File: src/sar_ctrl_pkg.sv
// Shared constants for the SAR conversion controller
package sar_ctrl_pkg;

	// ----------------------------------------
	// Clocking and timing
	// ----------------------------------------
	localparam int CORE_CLK_MHZ       = 125;
	localparam int PWRUP_WAIT_US      = 10;
	// Exact product, no rounding: 10 us at 125 MHz
	localparam int PWRUP_WAIT_CYCLES  = PWRUP_WAIT_US * CORE_CLK_MHZ;
	localparam int CONV_CLK_MAX_MHZ   = 16;
	// Core cycles per conversion clock, rounded up so the rate stays <= 16 MHz
	localparam int CONV_DIV_MIN       =
		(CORE_CLK_MHZ + CONV_CLK_MAX_MHZ - 1) / CONV_CLK_MAX_MHZ;
	localparam int CLKS_PER_SAMPLE    = 16;

	// ----------------------------------------
	// Data layout
	// ----------------------------------------
	localparam int RESULT_BITS        = 12;
	localparam int BUF_DEPTH          = 2;

	// Conversion sequencer states
	typedef enum logic [2:0] {
		ST_POWER = 3'b000,
		ST_IDLE  = 3'b001,
		ST_SAMPLE = 3'b010,
		ST_BIT   = 3'b011,
		ST_DONE  = 3'b100
	} conv_state_t;

endpackage : sar_ctrl_pkg

File: src/sar_conv_ctrl.sv
// SAR ADC conversion sequencer with start, power-up wait and EOF handshake
// Function
// - Produce 12-bit results at up to 1 Msps, single-ended or differential.
// - Resolve bits by binary search from MSB to LSB against a DAC.
// - Conversion clock is 16x sample rate and never above 16 MHz.
// - Start on software start bit or on start-of-frame strobe.
// - Continuous mode converts without the start-of-frame input.
// - No conversion until 10 us after power-up or wake.
// - On completion set status and hold end-of-frame until result read.
// - End-of-frame serves as interrupt source or DMA request.
// - Single-conversion bit: one per start event, else back-to-back.
// - Continuous results drain by DMA through end-of-frame alone.
`timescale 1ns/1ps
`default_nettype none
module sar_conv_ctrl
	import sar_ctrl_pkg::*;
#(
	parameter int RES_W    = RESULT_BITS,
	parameter int DIV_W    = 8,
	parameter int PWRUP_CY = PWRUP_WAIT_CYCLES
) (
	// Clock and reset
	input  wire logic             core_clk,
	input  wire logic             sys_rst,
	// Power and mode control
	input  wire logic             powered,
	input  wire logic             one_shot,
	input  wire logic             diff_sel,
	input  wire logic [DIV_W-1:0] clk_div,
	// Start sources
	input  wire logic             start_bit,
	input  wire logic             sof,
	// Analog front end
	input  wire logic             cmp_out,
	output logic                  sample_hold,
	output logic                  diff_mode,
	output logic      [RES_W-1:0] dac_code,
	// Result side
	output logic                  eof,
	output logic                  done_status,
	output logic      [RES_W-1:0] result,
	input  wire logic             result_read,
	// Status
	output logic                  ready,
	output logic                  busy
);

	// ----------------------------------------
	// Declarations
	// ----------------------------------------
	localparam int PCW = $clog2(PWRUP_CY + 1);
	localparam int BCW = $clog2(RES_W);
	localparam int SCW = $clog2(CLKS_PER_SAMPLE);
	// Last sample-phase slot: sample, then 12 bit steps, then a done step
	localparam int SAMPLE_LAST = CLKS_PER_SAMPLE - RES_W - 2;

	// Sequencer state and counters
	conv_state_t      state;
	logic [PCW-1:0]   pwr_count;
	logic [BCW-1:0]   bit_idx;
	logic [SCW-1:0]   slot;
	logic [RES_W-1:0] trial;
	logic             tick;
	logic [DIV_W-1:0] safe_div;
	logic             start_req;
	// Buffer handshake
	logic             buf_ready;
	logic             buf_valid;
	logic [RES_W-1:0] buf_data;
	logic             push;
	logic             powered_q;
	logic             pwr_done;
	logic             take_start;

	// ----------------------------------------
	// Decode helpers
	// ----------------------------------------
	// True while a conversion occupies the sequencer
	function automatic logic in_conversion(input conv_state_t s);
		return (s != ST_POWER) && (s != ST_IDLE);
	endfunction : in_conversion

	// True on the edge that takes a start from idle
	function automatic logic start_taken(
		input conv_state_t s,
		input logic        req,
		input logic        room
	);
		return (s == ST_IDLE) && req && room;
	endfunction : start_taken

	// Divider floor keeps conversion clock at or below 16 MHz
	assign safe_div = (clk_div < DIV_W'(CONV_DIV_MIN)) ?
		DIV_W'(CONV_DIV_MIN) : clk_div;

	// Either start source, or free run in continuous mode
	assign start_req = start_bit || sof || !one_shot;

	// Result pushed into buffer at end of the bit search
	assign push = (state == ST_DONE) && tick;

	// Wait over once the counter has reached its end
	assign pwr_done = (pwr_count == PCW'(PWRUP_CY));

	// Start taken from idle only when the buffer has room
	assign take_start = start_taken(state, start_req, buf_ready);

	// ----------------------------------------
	// Conversion clock enable
	// ----------------------------------------
	// Divider runs only during a conversion, so every frame starts
	// from a cleared count and spans sixteen ticks
	sar_clk_div #(
		.DIV_W (DIV_W)
	) u_div (
		.core_clk (core_clk),
		.sys_rst  (sys_rst),
		.run      (in_conversion(state)),
		.div      (safe_div),
		.tick     (tick)
	);

	// ----------------------------------------
	// Result buffer
	// ----------------------------------------
	// Two entries let a slow reader lag one frame without loss;
	// starts hold off while both are full
	sar_result_buf #(
		.WIDTH (RES_W),
		.DEPTH (BUF_DEPTH)
	) u_buf (
		.core_clk  (core_clk),
		.sys_rst   (sys_rst),
		.in_valid  (push),
		.in_data   (trial),
		.in_ready  (buf_ready),
		.out_valid (buf_valid),
		.out_data  (buf_data),
		.out_ready (result_read && eof)
	);

	// ----------------------------------------
	// Power-up wait
	// ----------------------------------------
	// Track power edge so a wake restarts the wait
	always_ff @(posedge core_clk) begin
		if (sys_rst) begin
			powered_q <= 1'b0;
		end else begin
			powered_q <= powered;
		end
	end

	// Count 10 us after power comes up
	// A drop or a fresh rise clears the count, so a wake waits in full
	always_ff @(posedge core_clk) begin
		if (sys_rst || !powered || !powered_q) begin
			pwr_count <= '0;
		end else if (!pwr_done) begin
			pwr_count <= pwr_count + PCW'(1);
		end
	end

	// ----------------------------------------
	// Sequencer
	// ----------------------------------------
	// Sample phase takes the slots left over by the bit steps and the done step
	always_ff @(posedge core_clk) begin
		if (sys_rst || !powered) begin
			state   <= ST_POWER;
			bit_idx <= '0;
			slot    <= '0;
			trial   <= '0;
		end else begin
			case (state)
				ST_POWER: begin
					// Hold until the wait has run out
					if (pwr_done) begin
						state <= ST_IDLE;
					end
				end
				ST_IDLE: begin
					// Stall while buffer full so no word is lost
					if (take_start) begin
						state <= ST_SAMPLE;
						slot  <= '0;
						trial <= '0;
					end
				end
				ST_SAMPLE: begin
					// Track phase, then arm the MSB trial
					if (tick) begin
						slot <= slot + SCW'(1);
						if (slot == SCW'(SAMPLE_LAST)) begin
							state   <= ST_BIT;
							bit_idx <= BCW'(RES_W - 1);
							trial   <= RES_W'(1) << (RES_W - 1);
						end
					end
				end
				ST_BIT: begin
					// One result bit per tick, MSB first
					if (tick) begin
						// Keep or drop trial bit, then try the next one
						trial[bit_idx] <= cmp_out;
						if (bit_idx == '0) begin
							state <= ST_DONE;
						end else begin
							bit_idx <= bit_idx - BCW'(1);
							trial[bit_idx - BCW'(1)] <= 1'b1;
						end
					end
				end
				ST_DONE: begin
					// Start requests seen mid-conversion are dropped
					if (tick) begin
						state <= ST_IDLE;
					end
				end
				default: begin
					state <= ST_IDLE;
				end
			endcase
		end
	end

	// ----------------------------------------
	// Analog front end drive
	// ----------------------------------------
	// Input mode latched at start and held through the search
	always_ff @(posedge core_clk) begin
		if (sys_rst) begin
			diff_mode <= 1'b0;
		end else if (take_start) begin
			diff_mode <= diff_sel;
		end
	end

	// Sample switch and trial code follow the sequencer one cycle late
	always_ff @(posedge core_clk) begin
		if (sys_rst) begin
			sample_hold <= 1'b0;
			dac_code    <= '0;
		end else begin
			sample_hold <= (state == ST_SAMPLE);
			dac_code    <= trial;
		end
	end

	// ----------------------------------------
	// Completion and end-of-frame
	// ----------------------------------------
	// EOF holds while a result waits; a taken read drops it one cycle
	always_ff @(posedge core_clk) begin
		if (sys_rst) begin
			eof <= 1'b0;
		end else begin
			eof <= buf_valid && !(result_read && eof);
		end
	end

	// Result shows the oldest unread word
	always_ff @(posedge core_clk) begin
		if (sys_rst) begin
			result <= '0;
		end else begin
			result <= buf_data;
		end
	end

	// New completion wins over a read in the same cycle
	always_ff @(posedge core_clk) begin
		if (sys_rst) begin
			done_status <= 1'b0;
		end else if (push) begin
			done_status <= 1'b1;
		end else if (result_read && eof) begin
			done_status <= 1'b0;
		end
	end

	// Ready while idle and past the power-up wait
	always_ff @(posedge core_clk) begin
		if (sys_rst) begin
			ready <= 1'b0;
		end else begin
			ready <= (state == ST_IDLE);
		end
	end

	// Busy while a conversion holds the sequencer
	always_ff @(posedge core_clk) begin
		if (sys_rst) begin
			busy <= 1'b0;
		end else begin
			busy <= in_conversion(state);
		end
	end

endmodule : sar_conv_ctrl
`default_nettype wire

File: src/sar_clk_div.sv
// Conversion clock enable divider
`timescale 1ns/1ps
`default_nettype none
module sar_clk_div
	import sar_ctrl_pkg::*;
#(
	parameter int DIV_W = 8
) (
	// Clock and reset
	input  wire logic             core_clk,
	input  wire logic             sys_rst,
	// Control
	input  wire logic             run,
	input  wire logic [DIV_W-1:0] div,
	// Enable pulse
	output logic                  tick
);

	logic [DIV_W-1:0] count;

	// Count down, pulse once per divided period
	always_ff @(posedge core_clk) begin
		if (sys_rst || !run) begin
			count <= '0;
			tick  <= 1'b0;
		end else if (count == '0) begin
			count <= div - DIV_W'(1);
			tick  <= 1'b1;
		end else begin
			count <= count - DIV_W'(1);
			tick  <= 1'b0;
		end
	end

endmodule : sar_clk_div
`default_nettype wire

File: src/sar_result_buf.sv
// Two-entry result buffer with valid/ready on both sides
`timescale 1ns/1ps
`default_nettype none
module sar_result_buf
	import sar_ctrl_pkg::*;
#(
	parameter int WIDTH = RESULT_BITS,
	parameter int DEPTH = BUF_DEPTH
) (
	// Clock and reset
	input  wire logic             core_clk,
	input  wire logic             sys_rst,
	// Fill side
	input  wire logic             in_valid,
	input  wire logic [WIDTH-1:0] in_data,
	output logic                  in_ready,
	// Drain side
	output logic                  out_valid,
	output logic      [WIDTH-1:0] out_data,
	input  wire logic             out_ready
);

	localparam int PW = $clog2(DEPTH);

	logic [WIDTH-1:0] mem [DEPTH];
	logic [PW-1:0]    wr_ptr;
	logic [PW-1:0]    rd_ptr;
	logic [PW:0]      fill;
	logic             push;
	logic             pop;

	assign in_ready  = (fill != (PW+1)'(DEPTH));
	assign out_valid = (fill != '0);
	assign out_data  = mem[rd_ptr];
	assign push      = in_valid && in_ready;
	assign pop       = out_valid && out_ready;

	// Storage write
	always_ff @(posedge core_clk) begin
		if (push) begin
			mem[wr_ptr] <= in_data;
		end
	end

	// Pointers and fill level
	always_ff @(posedge core_clk) begin
		if (sys_rst) begin
			wr_ptr <= '0;
			rd_ptr <= '0;
			fill   <= '0;
		end else begin
			if (push) begin
				wr_ptr <= (wr_ptr == PW'(DEPTH-1)) ? '0 : wr_ptr + PW'(1);
			end
			if (pop) begin
				rd_ptr <= (rd_ptr == PW'(DEPTH-1)) ? '0 : rd_ptr + PW'(1);
			end
			if (push && !pop) begin
				fill <= fill + (PW+1)'(1);
			end else if (pop && !push) begin
				fill <= fill - (PW+1)'(1);
			end
		end
	end

endmodule : sar_result_buf
`default_nettype wire

File: config.mk
export PLATFORM = sky130hd
export DESIGN_NAME = sar_conv_ctrl
export DESIGN_NICKNAME = d
export VERILOG_FILES = /design/src/sar_ctrl_pkg.sv /design/src/sar_conv_ctrl.sv /design/src/sar_clk_div.sv /design/src/sar_result_buf.sv
export SDC_FILE = /design/constraint.sdc
export NUM_CORES = 1
export LEC_CHECK = 0
export BUFFER_PORTS_ARGS = -buffer_cell sky130_fd_sc_hd__buf_4
export CORE_AREA = 2 2 95 97
export DETAILED_ROUTE_END_ITERATION = 16
export DIE_AREA = 0 0 97 99
export PLACE_DENSITY = 0.84
export SLEW_MARGIN = 20
export SYNTH_ARGS = -nofsm -noshare
export SYNTH_HDL_FRONTEND = slang
export SYNTH_SLANG_ARGS = --single-unit
File: constraint.sdc
create_clock -name core_clk -period 2.32 [get_ports core_clk]
set_input_delay 0.464 -clock core_clk [delete_from_list [all_inputs] [get_ports core_clk]]
set_output_delay 0.464 -clock core_clk [all_outputs]
set_load 0.005 [all_outputs]
==> key figures <==
Yosys
  – Top cells by area, synth: dfxtp_1 (36%), edfxtp_1 (17%), nor2_1 (5.5%)
  – Warnings, synthesis: 0
  – Async set-reset flop share out of synthesis: 0
  – Share of the synthesized area in the top cell type: 0.359
  – Syn_nets: 468
  – Largest area contributor in the netlist: dfxtp_1
  – Synth cell count leaders: dfxtp_1 (78), nor2_1 (64), nand2_1 (28), a21oi_1 (24), edfxtp_1 (24)
  – Post-Syn Instances: 440
  – Number of synthesized flops with an enable pin: 24
  – Synth Register Bits: 102
  – Dominant synthesized flop cell: dfxtp_1
  – Post-synthesis sequential area ratio: 0.524
  – Synthesized area per cell: 9.89 µm²
  – Mapped cell area: 4350 µm²
  – Netlist cell types: between 50 and 60
  – Most numerous cell in the Yosys netlist: dfxtp_1

Clocking
  – Worst-Skew Late Latency: 0.36 ns
  – # H-tree levels: 3
  – CTS tree: built
  – Clock tree sinks: 102
  – Root Driver: clkbuf_8
  – Worst-path clk slew: 0.09 ns
  – Post-CTS Hold Fix Bufs: 0
  – CTS Buffer Depth: 2
  – CTS Buf Count: 9

Pwr
  – Int Power: 2.37 mW
  – Clock power frac: 0.370
  – Sw frac: 0.219
  – Reg power frac: 0.598
  – Leakage: ~1.9 nW
  – VDD IR max: 258 µV
  – Net Sw Power: roughly 0.66 mW
  – Logic pwr share: 0.032
  – Pwr/cell area: around 600 nW/µm²

Worst setup path
  – Critical path, cell by cell: or4_4 -> or3_4 -> a21oi_2 -> a21oi_1 -> ha_1 -> inv_1 -> a311o_2 -> o21ai_0 -> nor3b_2
  – Crit-path leading delay family: simple AND/OR/NAND/NOR gates
  – Worst Path Arrival: 2.50 ns
  – Critical Path End Type: flop
  – CP max stage delay: ~0.53 ns
  – Setup crit start kind: flop
  – Req. time, crit path: 2.57 ns
  – CP max-delay cell: or4_4
  – Crit-path max FO: 4
  – Worst path bufs/invs: 1
  – Crit Path Category: reg2reg

Drt
  – DR vias/cell: roughly 5.6
  – Initial DRC count: 181
  – Routed wire length: approximately 8.5 mm
  – Post-DRT Antenna Nets: 0
  – Drt pass-1 iters: 5
  – Via total after detailed routing: 3364
  – Wire length per cell: 14.1 µm
  – Remaining DRCs: 0

STA
  – FMAX: approximately 440 MHz
  – Clock Skews: approximately 0.0086 ns
  – Endpoints failing setup: 0
  – Final WS setup: roughly 0.071 ns
  – Period Utilization, post-route: 0.969
  – Slew margin rel.: 0.515
  – Slew Limit Fails: 0
  – Final Hold Viols: 0
  – Final worst path period need: around 2.2 ns
  – Tightest Pin Transition: 0.727 ns

Layout
  – Antenna Cells: 0
  – Share of cells above drive strength 1: 0.192
  – Fin nets: about 520
  – Synthesis-to-finish area growth: 16.4%
  – Fill count: 706
  – Final std cells w/o fill: around 600

Global routing
  – Initial antenna violation count: 0
  – GRT overflow: 0
  – First-pass GRT wire length: around 14 mm
  – GR Util All Layers: 0.178
  – Largest net degree at the start of global routing: 22
  – Via count of the first global-routing pass: between 3000 and 4000

Job
  – Max_cap viols: 0

Placed design
  – Detail Placement HPWL: 6.07 mm
  – DP Cell Count: between 500 and 600
  – DP Worst Slack: around 0.029 ns
  – IO buf count: 46
  – GP Congestion: roughly 0.85

Floorplan
  – Die height: 99 µm
  – Initial core utilization: 0.509
  – Row cnt: 34
  – Top Ports: 47
  – Die width: approximately 97 µm
  – Die Area: around 9600 µm²
  – Core outline area: roughly 8600 µm²

Status
  – Status: finished, final reports clean

Min path
  – Hold WC Path Type: in2reg
[power by group through the flow]
| stage | Sequential (mW) | Clock (mW) | Combinational (mW) |
|---|---|---|---|
| after floorplan | 1.85 | 0 | 0.0478 |
| after global placement | 1.85 | 0 | 0.0911 |
| after detailed placement | 1.85 | 0 | 0.0950 |
| after CTS | 1.81 | 1.15 | 0.0954 |
| after global routing | 1.81 | 1.22 | 0.105 |
| final | 1.81 | 1.12 | 0.0966 |
[per-stage QoR]
| step | instance area [µm²] | setup TNS [ns] | total power [mW] | hold WS, ns | utilization |
|---|---|---|---|---|---|
| finish | 5070 | 0 | 3.03 | 0.343 | 0.593 |
| global route | 5070 | -0.0279 | 3.13 | 0.364 | 0.593 |
| CTS | 5060 | 0 | 3.06 | 0.333 | 0.592 |
| detailed placement | 4860 | 0 | 1.95 | 0.467 | 0.568 |
| global placement | 4860 | 0 | 1.95 | 0.463 | 0.568 |
| floorplan | 4350 | 0 | 1.90 | 0.440 | - |
[final timing paths]
check | start | endpoint | slack [ns] | cells after the start
worst max-delay path | u_div.count[3]$_SDFF_PP0_ | u_div.count[4]$_SDFF_PP0_ | 0.07 | 9
worst min-delay path | diff_sel | diff_mode$_SDFFE_PP0P_ | 0.34 | 3
worst min register to register | u_buf.mem[0][4]$_DFFE_PP_ | result[4]$_SDFF_PP0_ | 0.49 | 2
worst max register to register | u_div.count[3]$_SDFF_PP0_ | u_div.count[4]$_SDFF_PP0_ | 0.07 | 9
[state kept, by name, summed over array words and instances, names as in the netlist, 2 cells and up]
register,count
state,3
u_buf.mem,24
slot,4
u_buf.fill,2
pwr_count,11
result,12
dac_code,12
trial,12
bit_idx,4
u_div.count,8
[worst min-delay path: cells and delay by family]
family	cells	cell delay, ns
muxes	1	0.06
buffers and inverters	1	0.07
and+or+nand+nor	1	0.07
[per-layer routing]
layer	global-route usage	wire length (µm)	vias up
met1	0.205	3670	1603
met4	0.0704	147	0
met3	0.0390	374	14
met2	0.324	4290	98
li1	-	-	1649
met5	0	0	-
[layout by cell type (no fill, tap or decap), types with 4 or more instances in the layout]
| cell type | synthesis | final |
|---|---|---|
| nor3b_1 | 4 | 4 |
| mux2i_1 | 18 | 18 |
| nor2_1 | 64 | 64 |
| a31oi_1 | 6 | 6 |
| or2_2 | 4 | 4 |
| o21ai_0 | 13 | 13 |
| dfxtp_1 | 78 | 77 |
| a311oi_1 | 4 | 4 |
| inv_1 | 13 | 13 |
| nor3_1 | 11 | 11 |
| nor2b_1 | 15 | 15 |
| and3_1 | 4 | 4 |
| buf_4 | 0 | 60 |
| edfxtp_1 | 24 | 24 |
| clkbuf_8 | 0 | 9 |
| nand2b_1 | 6 | 6 |
| nand3_1 | 13 | 13 |
| a211oi_1 | 4 | 4 |
| o211ai_1 | 4 | 4 |
| nand2_1 | 28 | 28 |
| a21oi_1 | 24 | 23 |
| ha_1 | 11 | 11 |
| xor2_1 | 9 | 9 |
| xnor2_1 | 10 | 10 |
[kinds of logic (layout without fill, tap and decap cells)]
logic type	after synthesis	count (layout)	share of synthesized area
simple gates	176	176	0.207
compound gates	79	79	0.126
buf+inv	34	89	0.0293
xor+xnor	19	19	0.0382
mux	19	19	0.0440
flops	102	102	0.524
fa+ha+maj	11	11	0.0316
[final cells by class]
type | instances | area, µm² | area share
Clock inverter | 7 | 78.8 | 0.0156
Timing Repair Buffer | 60 | 450 | 0.0889
Clock buffer | 9 | 124 | 0.0244
Inverter | 13 | 48.8 | 0.00963
Tap cell | 108 | 135 | 0.0267
Multi-Input combinational cell | 304 | 1950 | 0.384
Sequential cell | 102 | 2280 | 0.451
[what timing repair did]
action / in CTS / in global routing
endpoints found under the setup margin: 0 / 2
gates resized for setup: 0 / 2
buffers inserted: 0 / 0
No activity file was read; power rests on OpenSTA's default activity.
